### src/dur_params.svh
// constants for the dual serial port block
`ifndef DUR_PARAMS_SVH
`define DUR_PARAMS_SVH
// host i/o bases of the serial ports
`define DUR_PORT1_BASE 16'h03f8
`define DUR_PORT2_BASE 16'h02f8
`define DUR_PORT3_BASE 16'h03e8
`define DUR_PORT4_BASE 16'h02e8
// board registers
`define DUR_BOARD_CTRL 16'h0090
`define DUR_CFG 16'h0091
`define DUR_EV_STAT 16'h0092
`define DUR_EV_CLR 16'h0093
`define DUR_EV_EN 16'h0094
// field positions
`define DUR_PARTY_BIT 3
`define DUR_CFG_EN1 0
`define DUR_CFG_EN2 1
`define DUR_CFG_ALT1 2
`define DUR_CFG_ALT2 3
`define DUR_CFG_POL 4
// reset values
`define DUR_CTRL_RST 8'h00
`define DUR_CFG_RST 8'h03
`define DUR_DLL_RST 8'h0c
// uart register offsets
`define DUR_R_DATA 3'h0
`define DUR_R_IER 3'h1
`define DUR_R_IIR 3'h2
`define DUR_R_LCR 3'h3
`define DUR_R_MCR 3'h4
`define DUR_R_LSR 3'h5
`define DUR_R_MSR 3'h6
`define DUR_R_SCR 3'h7
// interrupt identification codes
`define DUR_IID_LINE 4'h6
`define DUR_IID_RXD 4'h4
`define DUR_IID_THR 4'h2
`define DUR_IID_MDM 4'h0
`define DUR_IID_NONE 4'h1
`define DUR_FIFO_DEPTH 16
`endif

### src/dur_pkg.sv
// types shared by the dual serial port block
package dur_pkg;
	typedef enum logic [1:0] {
		ST_IDLE  = 2'b00,
		ST_START = 2'b01,
		ST_DATA  = 2'b10,
		ST_STOP  = 2'b11
	} dur_ser_e;
endpackage : dur_pkg

### src/dur_top.sv
// two serial ports with party-line direction control on the second
//
// The plain strobed port and the address map were chosen for this implementation.
`include "dur_params.svh"
module dur_top #(
	parameter int FIFO_DEPTH = `DUR_FIFO_DEPTH
) (
	// clock and reset
	input  wire logic        sys_clk,
	input  wire logic        nrst,
	// host i/o port
	input  wire logic [15:0] ioAddr,
	input  wire logic [7:0]  ioWdata,
	input  wire logic        ioWr,
	input  wire logic        ioRd,
	output logic      [7:0]  ioRdata,
	// serial line inputs, index 0 first port
	input  wire logic [1:0]  serRx,
	input  wire logic [1:0]  serCts,
	input  wire logic [1:0]  serDsr,
	input  wire logic [1:0]  serDcd,
	input  wire logic [1:0]  serRi,
	// serial line outputs
	output logic      [1:0]  serTx,
	output logic      [1:0]  serRts,
	output logic      [1:0]  serDtr,
	// second port transceiver control
	output logic             drvEn485,
	output logic             fullDuplex485,
	// interrupt request pins
	output logic      [1:0]  irqOut,
	output logic      [1:0]  irqOe,
	// block interrupt
	output logic             intOut
);
	localparam logic [15:0] BASE1 = `DUR_PORT1_BASE;
	localparam logic [15:0] BASE2 = `DUR_PORT2_BASE;
	localparam logic [15:0] BASE3 = `DUR_PORT3_BASE;
	localparam logic [15:0] BASE4 = `DUR_PORT4_BASE;
	localparam int PB = `DUR_PARTY_BIT;

	logic [9:0] syncA;
	logic [9:0] syncB;
	logic [1:0] hit;
	logic [1:0] uartRts;
	logic [1:0] uartIrq;
	logic [1:0] irqPrev;
	logic [7:0] uartRd [2];
	logic [15:0] base [2];
	logic [7:0] ctrl, next_ctrl;
	logic [7:0] cfg, next_cfg;
	logic [2:0] evStat, next_evStat;
	logic [2:0] evEn, next_evEn;
	logic [2:0] evNew;
	logic [7:0] next_ioRdata;
	logic       next_drvEn485;
	logic       next_fullDuplex485;
	logic [1:0] next_irqOut;
	logic [1:0] next_irqOe;
	logic       next_intOut;
	logic       cfgTouched;

	// pin inputs pass two flops
	always_ff @(posedge sys_clk or negedge nrst) begin
		if (!nrst) begin
			// idle levels: receive lines high, modem inputs low
			syncA <= 10'h003;
			syncB <= 10'h003;
		end else begin
			syncA <= {serRi, serDcd, serDsr, serCts, serRx};
			syncB <= syncA;
		end
	end

	// address decode
	assign base[0] = cfg[`DUR_CFG_ALT1] ? BASE3 : BASE1;
	assign base[1] = cfg[`DUR_CFG_ALT2] ? BASE4 : BASE2;
	assign hit[0] = cfg[`DUR_CFG_EN1]
		&& ioAddr[15:3] == base[0][15:3];
	assign hit[1] = cfg[`DUR_CFG_EN2]
		&& ioAddr[15:3] == base[1][15:3];

	for (genvar p = 0; p < 2; p++) begin : g_port
		dur_uart #(
			.DEPTH(FIFO_DEPTH)
		) u_uart (
			.clk   (sys_clk),
			.nrst  (nrst),
			.regOff(ioAddr[2:0]),
			.wdata (ioWdata),
			.wr    (ioWr && hit[p]),
			.rd    (ioRd && hit[p]),
			.rdVal (uartRd[p]),
			.rx    (syncB[p]),
			.cts   (syncB[2+p]),
			.dsr   (syncB[4+p]),
			.dcd   (syncB[6+p]),
			.ri    (syncB[8+p]),
			.tx    (serTx[p]),
			.rts   (uartRts[p]),
			.dtr   (serDtr[p]),
			.irq   (uartIrq[p])
		);
	end

	assign serRts = uartRts;

	// events: port interrupt rises, transceiver starts driving
	assign evNew = {next_drvEn485 && !drvEn485, uartIrq & ~irqPrev};

	always_comb begin
		next_ctrl = ctrl;
		next_cfg = cfg;
		next_evEn = evEn;
		next_evStat = evStat;
		if (ioWr) begin
			if (ioAddr == `DUR_BOARD_CTRL)
				next_ctrl = ioWdata;
			if (ioAddr == `DUR_CFG)
				next_cfg = ioWdata;
			if (ioAddr == `DUR_EV_EN)
				next_evEn = ioWdata[2:0];
			if (ioAddr == `DUR_EV_CLR)
				next_evStat = evStat & ~ioWdata[2:0];
		end
		// a new event wins over a clear in the same cycle
		next_evStat = next_evStat | evNew;
	end

	always_comb begin
		next_ioRdata = 8'h00;
		if (ioRd) begin
			if (hit[0])
				next_ioRdata = uartRd[0];
			else if (hit[1])
				next_ioRdata = uartRd[1];
			else if (ioAddr == `DUR_BOARD_CTRL)
				next_ioRdata = ctrl;
			else if (ioAddr == `DUR_CFG)
				next_ioRdata = cfg;
			else if (ioAddr == `DUR_EV_STAT)
				next_ioRdata = {5'h00, evStat};
			else if (ioAddr == `DUR_EV_EN)
				next_ioRdata = {5'h00, evEn};
		end
	end

	always_comb begin
		next_drvEn485 = ctrl[PB] && uartRts[1];
		next_fullDuplex485 = !ctrl[PB];
		if (cfg[`DUR_CFG_POL]) begin
			next_irqOut = 2'b00;
			next_irqOe = uartIrq;
		end else begin
			next_irqOut = uartIrq;
			next_irqOe = 2'b11;
		end
		next_intOut = |(evStat & evEn);
	end

	always_ff @(posedge sys_clk or negedge nrst) begin
		if (!nrst) begin
			ctrl <= `DUR_CTRL_RST;
			cfg <= `DUR_CFG_RST;
			evStat <= 3'h0;
			evEn <= 3'h0;
			irqPrev <= 2'b00;
			ioRdata <= 8'h00;
			drvEn485 <= 1'b0;
			fullDuplex485 <= 1'b1;
			irqOut <= 2'b00;
			irqOe <= 2'b11;
			intOut <= 1'b0;
			cfgTouched <= 1'b0;
		end else begin
			ctrl <= next_ctrl;
			cfg <= next_cfg;
			evStat <= next_evStat;
			evEn <= next_evEn;
			irqPrev <= uartIrq;
			ioRdata <= next_ioRdata;
			drvEn485 <= next_drvEn485;
			fullDuplex485 <= next_fullDuplex485;
			irqOut <= next_irqOut;
			irqOe <= next_irqOe;
			intOut <= next_intOut;
			if (ioWr && ioAddr == `DUR_CFG)
				cfgTouched <= 1'b1;
		end
	end
endmodule : dur_top

### src/dur_uart.sv
// one buffered asynchronous serial port, 8N1, 16x oversampling
`include "dur_params.svh"
module dur_uart #(
	parameter int DEPTH = `DUR_FIFO_DEPTH
) (
	// clock and reset
	input  wire logic       clk,
	input  wire logic       nrst,
	// register access
	input  wire logic [2:0] regOff,
	input  wire logic [7:0] wdata,
	input  wire logic       wr,
	input  wire logic       rd,
	output logic      [7:0] rdVal,
	// synchronised line inputs
	input  wire logic       rx,
	input  wire logic       cts,
	input  wire logic       dsr,
	input  wire logic       dcd,
	input  wire logic       ri,
	// line outputs
	output logic            tx,
	output logic            rts,
	output logic            dtr,
	output logic            irq
);
	localparam int AW = $clog2(DEPTH);
	localparam logic [AW:0] FULL = (AW+1)'(DEPTH);
	logic [7:0]  txMem [DEPTH];
	logic [7:0]  rxMem [DEPTH];
	logic [AW:0] txWp, txRp, rxWp, rxRp;
	logic [3:0]  ier, iid, mDelta, mPrev, mNow, txSub, rxSub;
	logic [7:0]  lcr, scr, dll, dlm, txSh, rxSh;
	logic [4:0]  mcr;
	logic [15:0] divCnt;
	logic [2:0]  txBit, rxBit;
	logic        fifoEn, oe, fe, thrPend, tick, dlab;
	logic        txEmpty, txFull, rxEmpty, rxFull;
	logic        thrWr, rxPop, txPop, rxPush;
	dur_pkg::dur_ser_e txSt, rxSt;

	assign dlab = lcr[7];
	assign txEmpty = txWp == txRp;
	assign rxEmpty = rxWp == rxRp;
	assign txFull = (txWp - txRp) == FULL;
	assign rxFull = (rxWp - rxRp) == FULL;
	assign thrWr = wr && regOff == `DUR_R_DATA && !dlab && !txFull;
	assign rxPop = rd && regOff == `DUR_R_DATA && !dlab && !rxEmpty;
	assign tick = divCnt == 16'h0000;
	assign txPop = tick && txSt == dur_pkg::ST_IDLE && !txEmpty;
	assign rxPush = tick && rxSt == dur_pkg::ST_STOP && rxSub == 4'hf;
	assign mNow = {dcd, ri, dsr, cts};

	// priority: line status, receive data, transmit empty, modem
	always_comb begin
		if ((oe || fe) && ier[2])
			iid = `DUR_IID_LINE;
		else if (!rxEmpty && ier[0])
			iid = `DUR_IID_RXD;
		else if (thrPend && ier[1])
			iid = `DUR_IID_THR;
		else if ((|mDelta) && ier[3])
			iid = `DUR_IID_MDM;
		else
			iid = `DUR_IID_NONE;
	end

	always_comb begin
		unique case (regOff)
		`DUR_R_DATA: rdVal = dlab ? dll : rxMem[rxRp[AW-1:0]];
		`DUR_R_IER:  rdVal = dlab ? dlm : {4'h0, ier};
		`DUR_R_IIR:  rdVal = {fifoEn, fifoEn, 2'b00, iid};
		`DUR_R_LCR:  rdVal = lcr;
		`DUR_R_MCR:  rdVal = {3'b000, mcr};
		`DUR_R_LSR:  rdVal = {1'b0, txEmpty && txSt == dur_pkg::ST_IDLE,
			txEmpty, 1'b0, fe, 1'b0, oe, !rxEmpty};
		`DUR_R_MSR:  rdVal = {mNow, mDelta};
		`DUR_R_SCR:  rdVal = scr;
		endcase
	end

	always_ff @(posedge clk) begin
		if (thrWr)
			txMem[txWp[AW-1:0]] <= wdata;
		if (rxPush && !rxFull)
			rxMem[rxWp[AW-1:0]] <= rxSh;
	end

	always_ff @(posedge clk or negedge nrst) begin
		if (!nrst) begin
			txWp <= '0; txRp <= '0; rxWp <= '0; rxRp <= '0;
			ier <= 4'h0; lcr <= 8'h00; scr <= 8'h00; mcr <= 5'h00;
			dll <= `DUR_DLL_RST; dlm <= 8'h00; fifoEn <= 1'b0;
			oe <= 1'b0; fe <= 1'b0; thrPend <= 1'b0;
			mDelta <= 4'h0; mPrev <= 4'h0; divCnt <= 16'h0000;
			txSt <= dur_pkg::ST_IDLE; rxSt <= dur_pkg::ST_IDLE;
			txSub <= 4'h0; rxSub <= 4'h0; txBit <= 3'h0; rxBit <= 3'h0;
			txSh <= 8'h00; rxSh <= 8'h00;
			tx <= 1'b1; rts <= 1'b0; dtr <= 1'b0; irq <= 1'b0;
		end else begin
			divCnt <= !tick ? divCnt - 16'h0001 :
				({dlm, dll} == 16'h0000 ? 16'h0000 : {dlm, dll} - 16'h0001);
			if (wr) begin
				unique case (regOff)
				`DUR_R_DATA: if (dlab) dll <= wdata;
				`DUR_R_IER:  if (dlab) dlm <= wdata; else ier <= wdata[3:0];
				`DUR_R_IIR: begin
					fifoEn <= wdata[0];
					if (wdata[1]) rxWp <= rxRp;
					if (wdata[2]) txWp <= txRp;
				end
				`DUR_R_LCR:  lcr <= wdata;
				`DUR_R_MCR:  mcr <= wdata[4:0];
				`DUR_R_SCR:  scr <= wdata;
				default: ;
				endcase
			end
			if (thrWr)
				txWp <= txWp + 1'b1;
			if (rxPop)
				rxRp <= rxRp + 1'b1;
			// clears first so that a same-cycle event wins
			if (rd && regOff == `DUR_R_LSR) begin
				oe <= 1'b0;
				fe <= 1'b0;
			end
			if (thrWr || (rd && regOff == `DUR_R_IIR && iid == `DUR_IID_THR))
				thrPend <= 1'b0;
			if (txPop && (txWp - txRp) == (AW+1)'(1) && !thrWr)
				thrPend <= 1'b1;
			mPrev <= mNow;
			mDelta <= ((rd && regOff == `DUR_R_MSR) ? 4'h0 : mDelta)
				| (mNow ^ mPrev);
			if (tick) begin
				unique case (txSt)
				dur_pkg::ST_IDLE: if (!txEmpty) begin
					txSh <= txMem[txRp[AW-1:0]];
					txRp <= txRp + 1'b1;
					txSt <= dur_pkg::ST_START;
					txSub <= 4'h0;
					tx <= 1'b0;
				end
				dur_pkg::ST_START: begin
					txSub <= txSub + 4'h1;
					if (txSub == 4'hf) begin
						txSt <= dur_pkg::ST_DATA;
						tx <= txSh[0];
						txBit <= 3'h0;
					end
				end
				dur_pkg::ST_DATA: begin
					txSub <= txSub + 4'h1;
					if (txSub == 4'hf) begin
						if (txBit == 3'h7) begin
							txSt <= dur_pkg::ST_STOP;
							tx <= 1'b1;
						end else begin
							txBit <= txBit + 3'h1;
							txSh <= txSh >> 1;
							tx <= txSh[1];
						end
					end
				end
				dur_pkg::ST_STOP: begin
					txSub <= txSub + 4'h1;
					if (txSub == 4'hf)
						txSt <= dur_pkg::ST_IDLE;
				end
				endcase
				unique case (rxSt)
				dur_pkg::ST_IDLE: if (!rx) begin
					rxSt <= dur_pkg::ST_START;
					rxSub <= 4'h0;
				end
				dur_pkg::ST_START: begin
					rxSub <= rxSub + 4'h1;
					if (rxSub == 4'h7) begin
						rxSt <= rx ? dur_pkg::ST_IDLE : dur_pkg::ST_DATA;
						rxSub <= 4'h0;
						rxBit <= 3'h0;
					end
				end
				dur_pkg::ST_DATA: begin
					rxSub <= rxSub + 4'h1;
					if (rxSub == 4'hf) begin
						rxSh <= {rx, rxSh[7:1]};
						rxBit <= rxBit + 3'h1;
						if (rxBit == 3'h7)
							rxSt <= dur_pkg::ST_STOP;
					end
				end
				dur_pkg::ST_STOP: begin
					rxSub <= rxSub + 4'h1;
					if (rxSub == 4'hf) begin
						rxSt <= dur_pkg::ST_IDLE;
						if (!rx)
							fe <= 1'b1;
						if (rxFull)
							oe <= 1'b1;
						else
							rxWp <= rxWp + 1'b1;
					end
				end
				endcase
			end
			rts <= mcr[1];
			dtr <= mcr[0];
			irq <= !iid[0];
		end
	end
endmodule : dur_uart

### config.mk
export PLATFORM = sky130hd
export DESIGN_NAME = dur_top
export DESIGN_NICKNAME = d
export VERILOG_FILES = /design/src/dur_pkg.sv /design/src/dur_top.sv /design/src/dur_uart.sv
export VERILOG_INCLUDE_DIRS = /design/src /design/src/src
export SDC_FILE = /design/constraint.sdc
export NUM_CORES = 1
export LEC_CHECK = 0
export CAP_MARGIN = 20
export CORE_MARGIN = 3
export CORE_UTILIZATION = 25
export DETAILED_ROUTE_END_ITERATION = 12
export DONT_BUFFER_PORTS = 1
export GPL_ROUTABILITY_DRIVEN = 1
export PLACE_DENSITY = 0.48
export SYNTH_ARGS = -nofsm -noshare
export SYNTH_HDL_FRONTEND = slang
export SYNTH_SLANG_ARGS = --single-unit
### constraint.sdc
create_clock -name sys_clk -period 11.16 [get_ports sys_clk]
set_input_delay 0.558 -clock sys_clk [delete_from_list [all_inputs] [get_ports sys_clk]]
set_output_delay 0.558 -clock sys_clk [all_outputs]
set_load 0.05 [all_outputs]
# Word-level counts from Yosys, hierarchy flattened
# Memories as Yosys holds them, arrays and structs flattened.
# Index checks and enable logic that the tools add are counted.
[classes]
order_cmp = 0
multipliers = 0
n_mux = 155
n_addsub = 24
shift = 0
div = 0
n_eq_ne = 70
bitwise = 14
reduce_logical = 143
[ops]
columns = ["op", "n"]
rows = [
  ["one-hot mux 8 bit (8 select lines)", 2],
  ["two-way mux 5 bit", 24],
  ["two-way mux 8 bit", 15],
  ["== test 16 x 8 -> 1 bit (second input constant)", 5],
  ["logical NOT 16 bit", 4],
  ["two-way mux 16 bit", 4],
  ["subtractor 16 x 1 -> 16 bit (second input constant)", 4],
  ["two-way mux 4 bit", 14],
  ["logical AND 1 bit", 52],
  ["two-way mux 2 bit", 24],
  ["two-way mux 1 bit", 42],
  ["two-way mux 3 bit", 14],
  ["adder 5 x 1 -> 5 bit (second input constant)", 8],
  ["AND reduction 3 bit", 12],
  ["one-hot mux 2 bit (4 select lines)", 4],
  ["one-hot mux 8 bit (2 select lines)", 2],
  ["AND reduction 2 bit", 15],
  ["AND reduction 5 bit", 6],
  ["!= test 2 x 1 -> 1 bit (second input constant)", 14],
  ["nonzero test 2 bit", 14],
  ["== test 13 x 7 -> 1 bit", 2],
  ["== test 3 bit (second input constant)", 8],
  ["one-hot mux 3 bit (2 select lines)", 4],
  ["one-hot mux 4 bit (3 select lines)", 2],
  ["34 further kinds", 111],
]
[word_totals]
ram_bits = 512
elab_cells = 481
mem_count = 4
out_inout_bits = 21
in_bits = 38
latch_bits = 0
mem_bits_ro = 0
reg_bits = 313
[memory_table]
columns = ["memory", "words", "word_bits", "read_ports", "rd_clocked_by_memory_dff", "write_ports", "line", "rtl"]
rows = [
  ["g_port[0].u_uart.rxMem", 16, 8, 1, 0, 1, "dur_uart.sv:30", "logic [7:0] rxMem [DEPTH];"],
  ["g_port[0].u_uart.txMem", 16, 8, 1, 0, 1, "dur_uart.sv:29", "logic [7:0] txMem [DEPTH];"],
  ["g_port[1].u_uart.rxMem", 16, 8, 1, 0, 1, "dur_uart.sv:30", ""],
  ["g_port[1].u_uart.txMem", 16, 8, 1, 0, 1, "dur_uart.sv:29", ""],
]

# Depth between registers and ports, before layout
[logic_depth]
depth_word = 11
depth_mapped = 11
mapped_depth_nobuf = 10

# Hierarchy
# A second synthesis with hierarchy kept.
[unflattened]
cells_unflattened = 2380
area_unflattened_um2 = 36099.6
[modules_own_cells]
columns = ["mod", "seq_area_each_um2", "n_inst", "cells_per_inst", "area_per_inst_um2"]
rows = [
  ["dur_uart (g_port[1].u_uart)", 10869.2, 1, 1114, 16858.7],
  ["dur_uart (g_port[0].u_uart)", 10869.2, 1, 1077, 16811.1],
  ["dur_top", 1487.7, 1, 189, 2429.8],
]

# Least setup slack after synthesis
# No wires, ideal clock.
[synth_path]
kind = "register to register"
start = "register g_port[1].u_uart.txRp[1]"
end = "memory g_port[1].u_uart.txMem[3][0], enable pin"
required_time_ns = 10.777
slack_ns = 7.511
n_path_buf = 3
t_arrival_ns = 3.265
path_stages_with_launch = 12
synth_period_minus_slack_ns = 3.649
setup_ns = 0.383
cell_sequence = "dfrtp_1 > clkbuf_1 > clkbuf_1 > inv_1 > fa_1 > a21o_1 > a21oi_1 > xor2_1 > a311oi_4 > buf_6 > nand2_1 > nor3_1"
[synth_between]
elab_chain_cells = 6
[synth_lines]
columns = ["item", "line", "rtl"]
rows = [
  ["start: declaration", "dur_uart.sv:31", "logic [AW:0] txWp, txRp, rxWp, rxRp;"],
  ["start signal: assignment", "dur_uart.sv:138", "txRp <= txRp + 1'b1;"],
  ["subtractor 5 bit", "dur_uart.sv:45", "assign txFull = (txWp - txRp) == FULL;"],
  ["== test 5 bit", "dur_uart.sv:45", ""],
  ["logical NOT 1 bit", "dur_uart.sv:47", "assign thrWr = wr && regOff == `DUR_R_DATA && !dlab && !txFull;"],
  ["logical AND 1 bit", "dur_uart.sv:47", ""],
  ["two-way mux 1 bit", "dur_uart.sv:83", "if (thrWr)"],
  ["two-way mux 1 bit (not written as such)", "dur_uart.sv:84", "txMem[txWp[AW-1:0]] <= wdata;"],
  ["end: declaration", "dur_uart.sv:29", ""],
]
# Every way passes these cells.

# Worst setup path after layout
[layout_path]
start = "register g_port[1].u_uart.txRp[1]"
end = "memory g_port[1].u_uart.txMem[13][4], enable pin"
# Same word-level chain as after synthesis.

==> load_flow_metrics.sql <==
INSERT INTO impl_metrics (metric_group, metric, value, unit) VALUES
('status', 'status', 'complete, but fails checks', ''),
('status', 'violations', 'negative hold slack', ''),
('routing', 'vias_per_inst', '4.72', ''),
('synth', 'synthesis.instances', '2491', ''),
('sta', 'setup_violations', '0', ''),
('global_route', 'grt_start_max_net_pins', '301', ''),
('final_layout', 'fillCellCount', '14400', ''),
('final_layout', 'multi_input_comb_area', '0.0124', 'mm2'),
('worst_setup_path', 'critical_path.max_stage_delay', '720', 'ps'),
('worst_setup_path', 'worst_setup_ep_type', 'register', ''),
('worst_setup_path', 'cp_top_family', 'compound AO/OA/AOI/OAI gates', ''),
('routing', 'detail-route-antenna-nets', '0', ''),
('global_route', 'grt_pass1_wl', '150', 'mm'),
('floorplanning', 'initial_core_util', '0.253', ''),
('synth', 'synthArstFlopShare', '0.379', ''),
('sta', 'timing.final.hold_violations', '15', ''),
('synth', 'yosysUniqueCellTypes', '97', ''),
('worst_setup_path', 'cp_cell_sequence', 'buf_4 -> inv_1 -> fa_1 -> a21o_1 -> a21oi_1 -> xor2_1 -> a311oi_4 -> nand2_1 -> nor2_1', ''),
('worst_setup_path', 'critical_path_arrival', '4370', 'ps'),
('clocking', 'clkSinkCount', '825', ''),
('synth', 'synth-seq-cells', '825', ''),
('power_and_ir_drop', 'total_leakage_power', '15.5', 'nW'),
('clocking', 'cts_tree', 'done', ''),
('routing', 'avgRoutedWirePerCell', '22.2', 'um'),
('placement', 'detailedPlacementHpwl', '61.6', 'mm'),
('worst_hold_path', 'worst_hold_path_type', 'in2async', ''),
('synth', 'synth_area_leaders', 'sky130_fd_sc_hd__edfxtp_1 42%, sky130_fd_sc_hd__dfrtp_1 20%, sky130_fd_sc_hd__mux4_2 8.2%', ''),
('sta', 'smallest_hold_slack', '-43.3', 'ps'),
('power_and_ir_drop', 'combPwrFrac', '0.057', ''),
('synth', 'yosys.cell_count.top_type', 'sky130_fd_sc_hd__edfxtp_1', ''),
('synth', 'syn-mean-instance-area', '14.6', 'um2'),
('power_and_ir_drop', 'share_seq_of_total_power', '0.498', ''),
('final_layout', 'final_core_util', '0.290', ''),
('global_route', 'vias_in_the_first_global_route', '21600', ''),
('clocking', 'cts-buffers-inserted', '89', ''),
('final_layout', 'area_growth_syn_to_layout', '14.8', '%'),
('clocking', 'htree_num_levels', '3', ''),
('clocking', 'setup_fix_bufs_post_cts', '0', ''),
('synth', 'synth_largest_type_area_fraction', '0.422', ''),
('global_route', 'grt_usage', '0.132', ''),
('worst_setup_path', 'critical_path_peak_fanout', '35', ''),
('final_layout', 'layout-drive-gt1-share', '0.190', ''),
('synth', 'yosysWarnings', '0', ''),
('worst_setup_path', 'critical_path.n_buffers_inverters', '2', ''),
('routing', 'routed_wl', '99.8', 'mm'),
('clocking', 'cts_buffer_depth', '3', ''),
('sta', 'final_min_period_over_clock_period', '0.369', ''),
('routing', 'number_of_drc_violations_after_detailed_routing', '0', ''),
('power_and_ir_drop', 'power-per-cell-area', '162', 'mW/mm2'),
('sta', 'timing_max_transition_violations_final', '0', ''),
('synth', 'synth.largest_area_cell', 'sky130_fd_sc_hd__edfxtp_1', ''),
('worst_setup_path', 'critPathSlowestCell', 'sky130_fd_sc_hd__a311oi_4', ''),
('power_and_ir_drop', 'cell_internal_pwr', '5.23', 'mW'),
('sta', 'worst_pin_slew', '1220', 'ps'),
('worst_setup_path', 'setup.worst_path.class', 'reg2reg', ''),
('sta', 'fmax', '243', 'MHz'),
('sta', 'rsz_0062_raised_after_global_routing', 'no', ''),
('sta', 'finClkSkew', '27.7', 'ps'),
('floorplanning', 'boundaryPins', '59', ''),
('job', 'max-cap-violations', '0', ''),
('final_layout', 'final_net_count', '2613', ''),
('routing', 'detailroute.via_count', '21200', ''),
('final_layout', 'ff_latch_area', '0.0232', 'mm2'),
('floorplanning', 'core_area', '0.144', 'mm2'),
('clocking', 'clock_pin_slew_on_the_worst_setup_and_hold_paths', '60', 'ps'),
('synth', 'share_of_synthesized_area_occupied_by_flip_flops_and_latches', '0.637', ''),
('worst_setup_path', 'startpoint_type', 'register', ''),
('synth', 'postSynth.topFlopCell', 'sky130_fd_sc_hd__edfxtp_1', ''),
('sta', 'maxSlewHeadroom', '0.186', ''),
('floorplanning', 'dieArea', '0.150', 'mm2'),
('synth', 'synth-edff-count', '512', '');
## state kept, by name (all words and copies together) (netlist names), 16 cells and up, named ones only
| name | count |
|---|---|
| g_port.u_uart.rxMem | 256 |
| g_port.u_uart.txMem | 256 |
| g_port.u_uart.divCnt | 32 |
| g_port.u_uart.dll | 16 |
| g_port.u_uart.dlm | 16 |
| g_port.u_uart.lcr | 16 |
| g_port.u_uart.rxSh | 16 |
| g_port.u_uart.scr | 16 |
| g_port.u_uart.txSh | 16 |
## logic make-up after synthesis
| logic type | count (synthesis) | synth area share |
|---|---|---|
| AOI/OAI and AO/OA | 338 | 0.0628 |
| xor gates and xnor gates | 89 | 0.0214 |
| adders and majority gates | 66 | 0.0231 |
| buffers and inverters | 189 | 0.0224 |
| DFF | 825 | 0.637 |
| muxes | 329 | 0.140 |
| and+or+nand+nor | 655 | 0.0930 |
## per-stage QoR
step | instance area (um2) | cells | setup slack [ps] | power, mW
final | 41900 | 4489 | 7050 | 6.78
after global routing | 41900 | 4487 | 6700 | 7.04
after CTS | 41800 | 4478 | 6670 | 6.86
after detailed placement | 38400 | 4283 | 6680 | 3.76
after global placement | 38400 | 4281 | 6950 | 3.76
after floorplan | 36500 | 2491 | 7510 | 3.66
## placed cells by master, fill, tap and decap left out, types with 54 or more instances in the layout
master,n
sky130_fd_sc_hd__nand2_1,182
sky130_fd_sc_hd__ha_1,64
sky130_fd_sc_hd__a21oi_1,62
sky130_fd_sc_hd__o21ai_0,86
sky130_fd_sc_hd__edfxtp_1,512
sky130_fd_sc_hd__dfrtp_1,293
sky130_fd_sc_hd__mux4_2,132
sky130_fd_sc_hd__nor2_1,128
sky130_fd_sc_hd__nand3_1,65
sky130_fd_sc_hd__mux2_2,138
sky130_fd_sc_hd__xnor2_1,56
sky130_fd_sc_hd__mux2i_1,57
sky130_fd_sc_hd__clkbuf_16,91
sky130_fd_sc_hd__inv_1,54
## metal layers
layer,up-vias,wire length [um],GRT usage
met1,10900,45700,0.184
li1,9576,-,-
met5,-,63,0
met3,160,6650,0.0320
met4,10,2430,0.0380
met2,558,45000,0.202
## final timing paths
kind | depth (start not counted) | end | from | slack (ps)
setup reg to reg | 9 | g_port[1].u_uart.txMem[13][4] | g_port[1].u_uart.txRp[1] | 7050
min in group sys_clk | 1 | g_port[1].u_uart.dlm[5] | ioWdata[5] | 70
hold reg to reg | 0 | syncB[7] | syncA[7] | 350
hold / removal | 2 | syncA[8] | nrst | -40
max in group asynchronous | 3 | g_port[1].u_uart.rxRp[1] | nrst | 9670
setup / recovery | 9 | g_port[1].u_uart.txMem[13][4] | g_port[1].u_uart.txRp[1] | 7050
## power groups by stage
| stage | combinational [mW] | clock (mW) | sequential [mW] |
|---|---|---|---|
| floorplan | 0.274 | 0 | 3.39 |
| global placement | 0.319 | 0 | 3.44 |
| detailed placement | 0.320 | 0 | 3.44 |
| CTS | 0.386 | 3.10 | 3.38 |
| global route | 0.433 | 3.22 | 3.39 |
| finish | 0.384 | 3.02 | 3.38 |
## worst reg2reg max path: stages (launching register included)
cell and delay [ps]:
sky130_fd_sc_hd__dfrtp_1 320, sky130_fd_sc_hd__buf_4 420, sky130_fd_sc_hd__inv_1 230, sky130_fd_sc_hd__fa_1 520
sky130_fd_sc_hd__a21o_1 180, sky130_fd_sc_hd__a21oi_1 170, sky130_fd_sc_hd__xor2_1 140, sky130_fd_sc_hd__a311oi_4 720
sky130_fd_sc_hd__nand2_1 350, sky130_fd_sc_hd__nor2_1 680
## cell type report
class | count | share of cell area
timing repair buffer | 56 | 0.0148
tap | 1903 | 0.0569
multi-input combinational | 1477 | 0.297
clock buffer | 122 | 0.0600
sequential | 825 | 0.555
clock inverter | 44 | 0.0109
inverter | 60 | 0.00538
antenna | 2 | 0.000120
## timing repair
action                    4_1_cts  5_1_grt
gates resized for setup         0        0
hold endpoints to repair      526        0
hold buffers                   29        0
Note: power is estimated with default switching activity, not from simulation.
